`config.mk`:
```
export PLATFORM = sky130hd
export DESIGN_NAME = epiu_top
export DESIGN_NICKNAME = d
export VERILOG_FILES = /design/src/epiu_top.v /design/src/epiu_sense.v /design/src/epiu_edge_c.v
export VERILOG_INCLUDE_DIRS = /design/src
export SDC_FILE = /design/constraint.sdc
export NUM_CORES = 1
export LEC_CHECK = 0
export BUFFER_PORTS_ARGS = -buffer_cell sky130_fd_sc_hd__buf_2
export CAP_MARGIN = 10
export CORE_MARGIN = 2
export CORE_UTILIZATION = 50
export CTS_CLUSTER_DIAMETER = 120
export DETAILED_ROUTE_END_ITERATION = 7
export PLACE_DENSITY = 0.79
export SYNTH_ARGS = -nofsm -noshare
export SYNTH_HDL_FRONTEND = slang
export SYNTH_SLANG_ARGS = --single-unit
```
`constraint.sdc`:
```
create_clock -name aclk -period 2.3 [get_ports aclk]
set_clock_uncertainty 0.2 [all_clocks]
set_input_delay 0.23 -clock aclk [delete_from_list [all_inputs] [get_ports aclk]]
set_output_delay 0.23 -clock aclk [all_outputs]
set_load 0.1 [all_outputs]
```
`src/epiu_regs.vh`:
```
/*
 * Register map, field positions and reset values of the external pin
 * interrupt unit. Assumes a 32-bit AXI4-Lite register bus, byte addresses.
 */
`ifndef EPIU_REGS_VH
`define EPIU_REGS_VH

// ----------------------------------------------------------------------
// Register byte offsets
// ----------------------------------------------------------------------
`define EPIU_OFS_MCU_CONTROL        8'h00
`define EPIU_OFS_MCU_CONTROL_STATUS 8'h04
`define EPIU_OFS_PIN_IRQ_ENABLE     8'h08
`define EPIU_OFS_PIN_IRQ_FLAGS      8'h0C
`define EPIU_OFS_CPU_STATUS         8'h10
`define EPIU_OFS_VECTOR_ACK         8'h14
`define EPIU_OFS_PIN_LEVEL          8'h18

// ----------------------------------------------------------------------
// Field positions
// ----------------------------------------------------------------------
`define EPIU_SENSE_A_LSB   0
`define EPIU_SENSE_B_LSB   2
`define EPIU_SENSE_C_BIT   6
`define EPIU_BIT_B         7
`define EPIU_BIT_A         6
`define EPIU_BIT_C         5
`define EPIU_GIE_BIT       7

// ----------------------------------------------------------------------
// Sense encodings and reset values
// ----------------------------------------------------------------------
`define EPIU_SENSE_LOW     2'h0
`define EPIU_SENSE_ANY     2'h1
`define EPIU_SENSE_FALL    2'h2
`define EPIU_SENSE_RISE    2'h3
`define EPIU_RST_BYTE      8'h00

// ----------------------------------------------------------------------
// Vector numbers presented on the vector output
// ----------------------------------------------------------------------
`define EPIU_VEC_NONE      2'h0
`define EPIU_VEC_A         2'h1
`define EPIU_VEC_B         2'h2
`define EPIU_VEC_C         2'h3

`endif

```
`src/epiu_top.v`:
```
/*
 * External pin interrupt unit: three pin sense units, enables, sticky
 * request flags, vector dispatch and an AXI4-Lite register slave.
 * Assumes a single 20 MHz clock, pins synchronous to it, and a CPU that
 * pulses vec_ack when it enters the routine for vec_num.
 */
// How it works
// - Pin a sense field selects low level, any change, falling or rising edge.
// - Pin a/b levels are sampled first and a pulse longer than a clock gives a request.
// - A pin interrupt is taken only with its enable and the global flag both set.
// - Pin c sense bit picks falling edge at zero, rising edge at one.
// - Pin c edges are caught by a plain edge detector and need no extra clock gate.
// - The enable register holds pin b at bit 7, pin a at bit 6, pin c at bit 5.
// - Pin activity raises a request whatever the pin direction is.
// - Each pin has its own vector number.
// - The flag register holds pin b at bit 7, pin a at bit 6, pin c at bit 5, set on events.
// - A flag clears when its vector is acknowledged or when software writes one to it.
// - A pin in level mode keeps its flag cleared.
// - A change of the pin c sense bit alone gives no spurious pin c flag; only pin edges are latched.
// - Pin b uses its own sense field at bits 3:2 with the same encodings.
// - Level detection on a/b and edge detection on c act directly on the pin sample.
`timescale 1ns/10ps
`include "epiu_regs.vh"
module epiu_top (
    // Clock and reset
    input  wire        aclk,
    input  wire        aresetn,
    // AXI4-Lite write address
    input  wire [7:0]  s_axi_awaddr,
    input  wire        s_axi_awvalid,
    output reg         s_axi_awready,
    // AXI4-Lite write data
    input  wire [31:0] s_axi_wdata,
    input  wire [3:0]  s_axi_wstrb,
    input  wire        s_axi_wvalid,
    output reg         s_axi_wready,
    // AXI4-Lite write response
    output reg  [1:0]  s_axi_bresp,
    output reg         s_axi_bvalid,
    input  wire        s_axi_bready,
    // AXI4-Lite read address
    input  wire [7:0]  s_axi_araddr,
    input  wire        s_axi_arvalid,
    output reg         s_axi_arready,
    // AXI4-Lite read data
    output reg  [31:0] s_axi_rdata,
    output reg  [1:0]  s_axi_rresp,
    output reg         s_axi_rvalid,
    input  wire        s_axi_rready,
    // External pins
    input  wire        ext_pin_a,
    input  wire        ext_pin_b,
    input  wire        ext_pin_c,
    // CPU interrupt side
    input  wire        vec_ack,
    output reg         irq,
    output reg  [1:0]  vec_num
);
    // ------------------------------------------------------------------
    // Registers
    // ------------------------------------------------------------------
    reg  [7:0] mcu_control_q;
    reg  [7:0] mcu_control_status_q;
    reg  [7:0] pin_irq_enable_q;
    reg  [7:0] pin_irq_flags_q;
    reg  [7:0] pin_irq_flags_d;
    reg  [7:0] cpu_status_reg_q;
    reg  [7:0] awaddr_q;
    reg        aw_held_q;
    reg  [31:0] wdata_q;
    reg  [3:0] wstrb_q;
    reg        w_held_q;

    wire [1:0] sense_a = mcu_control_q[`EPIU_SENSE_A_LSB+1:`EPIU_SENSE_A_LSB];
    wire [1:0] sense_b = mcu_control_q[`EPIU_SENSE_B_LSB+1:`EPIU_SENSE_B_LSB];
    wire       sense_c_edge = mcu_control_status_q[`EPIU_SENSE_C_BIT];

    wire       edge_a;
    wire       edge_b;
    wire       edge_c;
    wire       low_a;
    wire       low_b;

    // ------------------------------------------------------------------
    // Pin sense units
    // ------------------------------------------------------------------
    // Pin a, with direction never consulted
    epiu_sense u_sense_a (
        .aclk      (aclk),
        .aresetn   (aresetn),
        .pin       (ext_pin_a),
        .sense     (sense_a),
        .edge_hit  (edge_a),
        .level_low (low_a)
    );

    // Pin b, own sense field
    epiu_sense u_sense_b (
        .aclk      (aclk),
        .aresetn   (aresetn),
        .pin       (ext_pin_b),
        .sense     (sense_b),
        .edge_hit  (edge_b),
        .level_low (low_b)
    );

    // Pin c, edge only
    epiu_edge_c u_edge_c (
        .aclk     (aclk),
        .aresetn  (aresetn),
        .pin      (ext_pin_c),
        .rise_sel (sense_c_edge),
        .edge_hit (edge_c)
    );

    // ------------------------------------------------------------------
    // Bus write path
    // ------------------------------------------------------------------
    wire       wr_fire = aw_held_q && w_held_q && !s_axi_bvalid;
    wire       wr_ok   = wr_fire && wstrb_q[0];

    // Word select for one register offset, low two address bits ignored
    function hit;
        input [7:0] addr;
        input [7:0] ofs;
        begin
            hit = (addr[7:2] == ofs[7:2]);
        end
    endfunction

    wire       wr_known = hit(awaddr_q, `EPIU_OFS_MCU_CONTROL) ||
                          hit(awaddr_q, `EPIU_OFS_MCU_CONTROL_STATUS) ||
                          hit(awaddr_q, `EPIU_OFS_PIN_IRQ_ENABLE) ||
                          hit(awaddr_q, `EPIU_OFS_PIN_IRQ_FLAGS) ||
                          hit(awaddr_q, `EPIU_OFS_CPU_STATUS) ||
                          hit(awaddr_q, `EPIU_OFS_VECTOR_ACK) ||
                          hit(awaddr_q, `EPIU_OFS_PIN_LEVEL);

    wire       w1c_hit = wr_ok && hit(awaddr_q, `EPIU_OFS_PIN_IRQ_FLAGS);
    wire       ack_hit = wr_ok && hit(awaddr_q, `EPIU_OFS_VECTOR_ACK);
    wire       ack_any = vec_ack || ack_hit;

    // Address and data captured in either order, response after both
    always @(posedge aclk) begin
        if (!aresetn) begin
            s_axi_awready <= 1'b0;
            s_axi_wready  <= 1'b0;
            s_axi_bvalid  <= 1'b0;
            s_axi_bresp   <= 2'h0;
            aw_held_q     <= 1'b0;
            w_held_q      <= 1'b0;
            awaddr_q      <= 8'h00;
            wdata_q       <= 32'h00000000;
            wstrb_q       <= 4'h0;
        end else begin
            s_axi_awready <= !aw_held_q && !s_axi_awready && s_axi_awvalid;
            s_axi_wready  <= !w_held_q && !s_axi_wready && s_axi_wvalid;
            if (s_axi_awvalid && s_axi_awready) begin
                aw_held_q <= 1'b1;
                awaddr_q  <= s_axi_awaddr;
            end
            if (s_axi_wvalid && s_axi_wready) begin
                w_held_q <= 1'b1;
                wdata_q  <= s_axi_wdata;
                wstrb_q  <= s_axi_wstrb;
            end
            if (wr_fire) begin
                aw_held_q    <= 1'b0;
                w_held_q     <= 1'b0;
                s_axi_bvalid <= 1'b1;
                s_axi_bresp  <= wr_known ? 2'h0 : 2'h2;
            end else if (s_axi_bready) begin
                s_axi_bvalid <= 1'b0;
            end
        end
    end

    // Control registers, low byte lane only
    always @(posedge aclk) begin
        if (!aresetn) begin
            mcu_control_q        <= `EPIU_RST_BYTE;
            mcu_control_status_q <= `EPIU_RST_BYTE;
            pin_irq_enable_q     <= `EPIU_RST_BYTE;
            cpu_status_reg_q     <= `EPIU_RST_BYTE;
        end else if (wr_ok) begin
            if (hit(awaddr_q, `EPIU_OFS_MCU_CONTROL)) begin
                mcu_control_q <= wdata_q[7:0];
            end
            if (hit(awaddr_q, `EPIU_OFS_MCU_CONTROL_STATUS)) begin
                mcu_control_status_q <= wdata_q[7:0];
            end
            if (hit(awaddr_q, `EPIU_OFS_PIN_IRQ_ENABLE)) begin
                pin_irq_enable_q <= wdata_q[7:0] & 8'hE0;
            end
            if (hit(awaddr_q, `EPIU_OFS_CPU_STATUS)) begin
                cpu_status_reg_q <= wdata_q[7:0];
            end
        end
    end

    // ------------------------------------------------------------------
    // Request flags
    // ------------------------------------------------------------------
    // Set wins over any clear in the same cycle
    always @* begin
        pin_irq_flags_d = pin_irq_flags_q;
        if (w1c_hit) begin
            pin_irq_flags_d = pin_irq_flags_q & ~(wdata_q[7:0] & 8'hE0);
        end
        if (ack_any) begin
            case (vec_num)
                `EPIU_VEC_A: pin_irq_flags_d[`EPIU_BIT_A] = 1'b0;
                `EPIU_VEC_B: pin_irq_flags_d[`EPIU_BIT_B] = 1'b0;
                `EPIU_VEC_C: pin_irq_flags_d[`EPIU_BIT_C] = 1'b0;
                default:     ;
            endcase
        end
        if (edge_a) pin_irq_flags_d[`EPIU_BIT_A] = 1'b1;
        if (edge_b) pin_irq_flags_d[`EPIU_BIT_B] = 1'b1;
        if (edge_c) pin_irq_flags_d[`EPIU_BIT_C] = 1'b1;
        if (sense_a == `EPIU_SENSE_LOW) pin_irq_flags_d[`EPIU_BIT_A] = 1'b0;
        if (sense_b == `EPIU_SENSE_LOW) pin_irq_flags_d[`EPIU_BIT_B] = 1'b0;
    end

    always @(posedge aclk) begin
        if (!aresetn) begin
            pin_irq_flags_q <= `EPIU_RST_BYTE;
        end else begin
            pin_irq_flags_q <= pin_irq_flags_d;
        end
    end

    // ------------------------------------------------------------------
    // Dispatch
    // ------------------------------------------------------------------
    wire gie   = cpu_status_reg_q[`EPIU_GIE_BIT];
    wire req_a = (pin_irq_flags_q[`EPIU_BIT_A] || low_a) && pin_irq_enable_q[`EPIU_BIT_A];
    wire req_b = (pin_irq_flags_q[`EPIU_BIT_B] || low_b) && pin_irq_enable_q[`EPIU_BIT_B];
    wire req_c = pin_irq_flags_q[`EPIU_BIT_C] && pin_irq_enable_q[`EPIU_BIT_C];

    // Fixed priority a, b, c; each to its own vector
    always @(posedge aclk) begin
        if (!aresetn) begin
            irq     <= 1'b0;
            vec_num <= `EPIU_VEC_NONE;
        end else begin
            irq <= gie && (req_a || req_b || req_c);
            if (!gie) begin
                vec_num <= `EPIU_VEC_NONE;
            end else if (req_a) begin
                vec_num <= `EPIU_VEC_A;
            end else if (req_b) begin
                vec_num <= `EPIU_VEC_B;
            end else if (req_c) begin
                vec_num <= `EPIU_VEC_C;
            end else begin
                vec_num <= `EPIU_VEC_NONE;
            end
        end
    end

    // ------------------------------------------------------------------
    // Bus read path
    // ------------------------------------------------------------------
    always @(posedge aclk) begin
        if (!aresetn) begin
            s_axi_arready <= 1'b0;
            s_axi_rvalid  <= 1'b0;
            s_axi_rdata   <= 32'h00000000;
            s_axi_rresp   <= 2'h0;
        end else begin
            s_axi_arready <= !s_axi_arready && !s_axi_rvalid && s_axi_arvalid;
            if (s_axi_arvalid && s_axi_arready) begin
                s_axi_rvalid <= 1'b1;
                s_axi_rresp  <= 2'h0;
                if (hit(s_axi_araddr, `EPIU_OFS_MCU_CONTROL)) begin
                    s_axi_rdata <= {24'h000000, mcu_control_q};
                end else if (hit(s_axi_araddr, `EPIU_OFS_MCU_CONTROL_STATUS)) begin
                    s_axi_rdata <= {24'h000000, mcu_control_status_q};
                end else if (hit(s_axi_araddr, `EPIU_OFS_PIN_IRQ_ENABLE)) begin
                    s_axi_rdata <= {24'h000000, pin_irq_enable_q};
                end else if (hit(s_axi_araddr, `EPIU_OFS_PIN_IRQ_FLAGS)) begin
                    s_axi_rdata <= {24'h000000, pin_irq_flags_q};
                end else if (hit(s_axi_araddr, `EPIU_OFS_CPU_STATUS)) begin
                    s_axi_rdata <= {24'h000000, cpu_status_reg_q};
                end else if (hit(s_axi_araddr, `EPIU_OFS_VECTOR_ACK)) begin
                    s_axi_rdata <= {30'h0, vec_num};
                end else if (hit(s_axi_araddr, `EPIU_OFS_PIN_LEVEL)) begin
                    s_axi_rdata <= {29'h0, ext_pin_c, ext_pin_b, ext_pin_a};
                end else begin
                    s_axi_rdata <= 32'h00000000;
                    s_axi_rresp <= 2'h2;
                end
            end else if (s_axi_rready) begin
                s_axi_rvalid <= 1'b0;
            end
        end
    end
endmodule // epiu_top

```
`src/epiu_sense.v`:
```
/*
 * Sense unit for one level or edge pin (pins a and b).
 * Assumes the pin input is synchronous to aclk as seen by this block.
 */
`timescale 1ns/10ps
module epiu_sense (
    // Clock and reset
    input  wire       aclk,
    input  wire       aresetn,
    // Pin and mode
    input  wire       pin,
    input  wire [1:0] sense,
    // Results
    output reg        edge_hit,
    output reg        level_low
);
    reg sync1_q;
    reg sync2_q;
    reg prev_q;

    // Two-stage sampler then previous value for edge compare
    always @(posedge aclk) begin
        if (!aresetn) begin
            sync1_q <= 1'b1;
            sync2_q <= 1'b1;
            prev_q  <= 1'b1;
        end else begin
            sync1_q <= pin;
            sync2_q <= sync1_q;
            prev_q  <= sync2_q;
        end
    end

    // Decode the sense field into a request
    always @* begin
        level_low = (sense == `EPIU_SENSE_LOW) && !sync2_q;
        case (sense)
            `EPIU_SENSE_ANY:  edge_hit = sync2_q ^ prev_q;
            `EPIU_SENSE_FALL: edge_hit = prev_q & ~sync2_q;
            `EPIU_SENSE_RISE: edge_hit = ~prev_q & sync2_q;
            default:          edge_hit = 1'b0;
        endcase
    end
endmodule // epiu_sense

```
`src/epiu_edge_c.v`:
```
/*
 * Edge-only sense for pin c: programmable polarity edge detector.
 * Assumes pin input synchronous to aclk; captures any edge lasting one clock.
 */
`timescale 1ns/10ps
module epiu_edge_c (
    // Clock and reset
    input  wire aclk,
    input  wire aresetn,
    // Pin and polarity
    input  wire pin,
    input  wire rise_sel,
    // Result
    output reg  edge_hit
);
    reg prev_q;

    // Remember last level, seeded high like an idle pin so reset gives no edge
    always @(posedge aclk) begin
        if (!aresetn) begin
            prev_q <= 1'b1;
        end else begin
            prev_q <= pin;
        end
    end

    // Edge of the selected polarity; a change of polarity alone never fires
    always @* begin
        if (rise_sel) begin
            edge_hit = pin & ~prev_q;
        end else begin
            edge_hit = ~pin & prev_q;
        end
    end
endmodule // epiu_edge_c

```
==> results by group <==
Timing
  – Setup tns final: 0 ps
  – Setup ws final: 411 ps
  – Fmax: around 530 MHz
  – Worst Tran Pin Value: ~570 ps
  – Period utilization: 0.821
  – # setup viols final: 0
  – Slew margin rel.: 0.619
  – Unrepaired setup endpoints after global routing: no
  – Hold Vio Cnt, Final: 0
  – Crit path time final: between 1500 and 2000 ps
  – Max Slew Vio Count: 0

CTS
  – CTS buffer count: 9
  – Clock slew at reported path FFs: roughly 70 ps
  – CTS tree: yes
  – CTS root buf: clkbuf_8
  – CTS Sinks: slightly above 70
  – # hold bufs at CTS: 24
  – Clk_lat worst skew: between 300 and 400 ps
  – Number of H-tree levels: 3
  – CTS max path bufs: 2
  – CTS resizes: 0
  – Postcts setup bufs: 0

Global route
  – Largest net degree at the start of global routing: 39
  – GRT Total Usage: 0.213
  – Initial antenna violation count: 0
  – Remaining global-route overflow: 0
  – Vias in the first global route: 2,663
  – First-pass GRT wire length: about 12,000 µm

Logic synthesis
  – Post-Synthesis Cells: 389
  – Post-Syn Area: about 0.0033 mm²
  – Largest family of logic cells by synthesized area: simple AND/OR/NAND/NOR gates
  – Primary FF master, synth: dfxtp_1
  – Post-synth EDFFs: 0
  – Yosys reg bits: 72
  – Mux contribution to synthesized area: 0.104
  – Simple-gate share of the synthesized area: 0.225
  – Synth Area in XOR/XNOR: 0
  – Share of the synthesized area in the top cell type: 0.436
  – Top post-synthesis cells by count: dfxtp_1 (72), nand2_1 (69), a21oi_1 (35), mux2i_1 (32), nor2_1 (27)
  – Yosys warns: 0
  – Adder and majority gate portion of the synthesized area: 0.0152
  – Synth area leader: dfxtp_1
  – Syn avg cell area: between 8 and 9 µm²
  – Dominant cells by area after synthesis: dfxtp_1 (44%), mux2i_1 (9.7%), nand2_1 (7.8%), buf_4 (5.9%), a21oi_1 (5.3%)
  – Compound-Gate Fraction of Synth Area: 0.123
  – Synth async-reset ratio: 0
  – Sequential share of the synthesized area: 0.436
  – Top-count cell post-synth: dfxtp_1
  – Post-synth cell types: 52

Pwr
  – PD cells: about 650 mW/mm²
  – Sequential Power Share: 0.512
  – Psw: 763 µW
  – Combinational power share: 0.160
  – Worst IR drop on VDD: approximately 0.00056 V
  – Switch share: 0.302
  – Power Total: between 2 and 3 mW
  – Clock share of power: 0.328
  – Leak pwr: approximately 1.7 nW
  – Pint: about 1.8 mW

Min path
  – Worst Hold End: s_axi_rvalid
  – Hold crit path type: input pin to register
  – Hold Path Depth: 3
  – Min-delay src: aresetn

Worst setup path
  – Crit path capture type: register
  – CP top delay family: simple AND/OR/NAND/NOR gates
  – Crit path arrival time: just under 2000 ps
  – R2r startpoint: w_held_q
  – Top fanout value on the critical path: 8
  – Worst path buffer plus inverter count: 0
  – Reg2reg end: mcu_control_q[6]
  – Slowest stage delay, CP: ~500 ps
  – Critical-path cell list: and4b_1, nand3b_2, nor3_4, mux2i_1
  – R2R depth: 4
  – Crit path kind: register to register
  – CP max-delay cell: nor3_4
  – Reg2reg setup slack: 410 ps
  – Type of origin of the critical path: register
  – Required time worst endpoint: around 2400 ps

Routing
  – Routed length per instance: 13.8 µm
  – Post-DRT Antenna Nets: 0
  – Pre-Repair DR Iteration Count: 4
  – Drt via density: around 5.2
  – Starting DRC count in detailed routing: between 200 and 250
  – Vias: between 2,000 and 3,000
  – # DRC: 0
  – WL final: ~7400 µm

Place
  – Gpl congestion: ~0.81
  – Dpl ws: slightly below 400 ps
  – DP HPWL: ~5100 µm
  – # port buffers: 49

Status
  – Status: completed

Floorplan
  – Row count: 29
  – Initial core utilization: 0.517
  – Core ar.: ~0.0064 mm²
  – Die area: 0.00727 mm²
  – Total I/O pin count: ~110
  – Die width: 85.3 µm
  – Die Y-Extent: between 80 and 90 µm

Finish
  – Nets: around 520
  – N_diodes: 0
  – Area Overhead vs Synth: 18.0%
  – Share of layout cells above drive strength 1: 0.163

Flow run
  – Max-Cap Viols: 0
==> worst register-to-register path, stage by stage (launching register included) <==
cell and delay (ps):
dfxtp_1 370, and4b_1 320, nand3b_2 180, nor3_4 490, mux2i_1 250
==> state kept, by name, summed over array words and instances (netlist names), 2 cells and up <==
name and flops:
cpu_status_reg_q 8, mcu_control_q 8, mcu_control_status_q 8, s_axi_rdata 8, wdata_q 8, awaddr_q 6, pin_irq_enable_q 3, pin_irq_flags_q 3
vec_num 2
==> metrics by stage <==
stage          instance area (µm²)  cells   util  hold slack [ps]
5_1_grt                       3900    537  0.610             23.2
6_report                      3900    537  0.610             34.5
4_1_cts                       3900    537  0.610             23.9
3_5_place_dp                  3500    499  0.548              206
2_1_floorplan                 3400    414      -              131
3_3_place_gp                  3500    499  0.548              201
==> logic make-up after synthesis <==
group | Yosys count
AO/OA/AOI/OAI | 68
buffers and inverters | 57
AND/OR/NAND/NOR | 154
adder cells (fa/ha/maj) | 4
flip-flops | 72
other | 1
multiplexers | 33
==> worst max path at each step <==
stage | start | endpoint | slack (ps) | depth (start not counted)
global route | aw_held_q | mcu_control_q[3] | 300 | 4
floorplan | s_axi_bvalid | cpu_status_reg_q[0] | 140 | 5
detailed placement | s_axi_araddr[4] | s_axi_rdata[2] | 390 | 5
global placement | s_axi_araddr[4] | s_axi_rdata[2] | 420 | 5
finish | w_held_q | mcu_control_q[6] | 410 | 4
CTS | w_held_q | mcu_control_q[6] | 420 | 4
==> cell type report <==
class / count / area, µm²
timing repair buffer: 78 / 523
clock buffer: 13 / 149
fill: 583 / 2490
inverter: 11 / 41.3
multi-input combinational: 285 / 1640
tap: 77 / 96.3
clock inverter: 1 / 5.00
sequential: 72 / 1440
==> power groups by stage <==
| stage | Sequential [mW] | Clock [mW] | Combinational [mW] |
|---|---|---|---|
| after floorplan | 1.35 | 0 | 0.313 |
| after global placement | 1.32 | 0 | 0.367 |
| after detailed placement | 1.32 | 0 | 0.371 |
| after CTS | 1.29 | 0.844 | 0.402 |
| after global routing | 1.30 | 0.908 | 0.428 |
| final | 1.29 | 0.828 | 0.405 |
==> cell usage in the layout, fill, tap and decap left out, types with 2 or more instances in the layout <==
| cell | count |
|---|---|
| inv_1 | 10 |
| nand2_1 | 69 |
| nor3b_1 | 3 |
| clkbuf_8 | 10 |
| buf_4 | 5 |
| o41ai_1 | 2 |
| o21ai_0 | 6 |
| ha_1 | 4 |
| dfxtp_1 | 72 |
| clkbuf_1 | 3 |
| nor2b_1 | 3 |
| conb_1 | 26 |
| nor3_1 | 12 |
| o2111ai_1 | 2 |
| nand3b_1 | 4 |
| nand3_1 | 13 |
| nor2_1 | 27 |
| o21ai_1 | 7 |
| nand4b_1 | 2 |
| a31oi_1 | 4 |
| nand2b_1 | 7 |
| mux2i_1 | 32 |
| dlygate4sd3_1 | 24 |
| buf_2 | 49 |
| a21oi_1 | 35 |
==> layer usage <==
layer  vias to the layer above  track usage  share of wire
met3                        14       0.0564          0.050
li1                       1418            -              -
met2                        88        0.339           0.48
met4                         0       0.0779          0.020
met5                         -            0              0
met1                      1284        0.279           0.45
(Power assumes the default switching activity.)
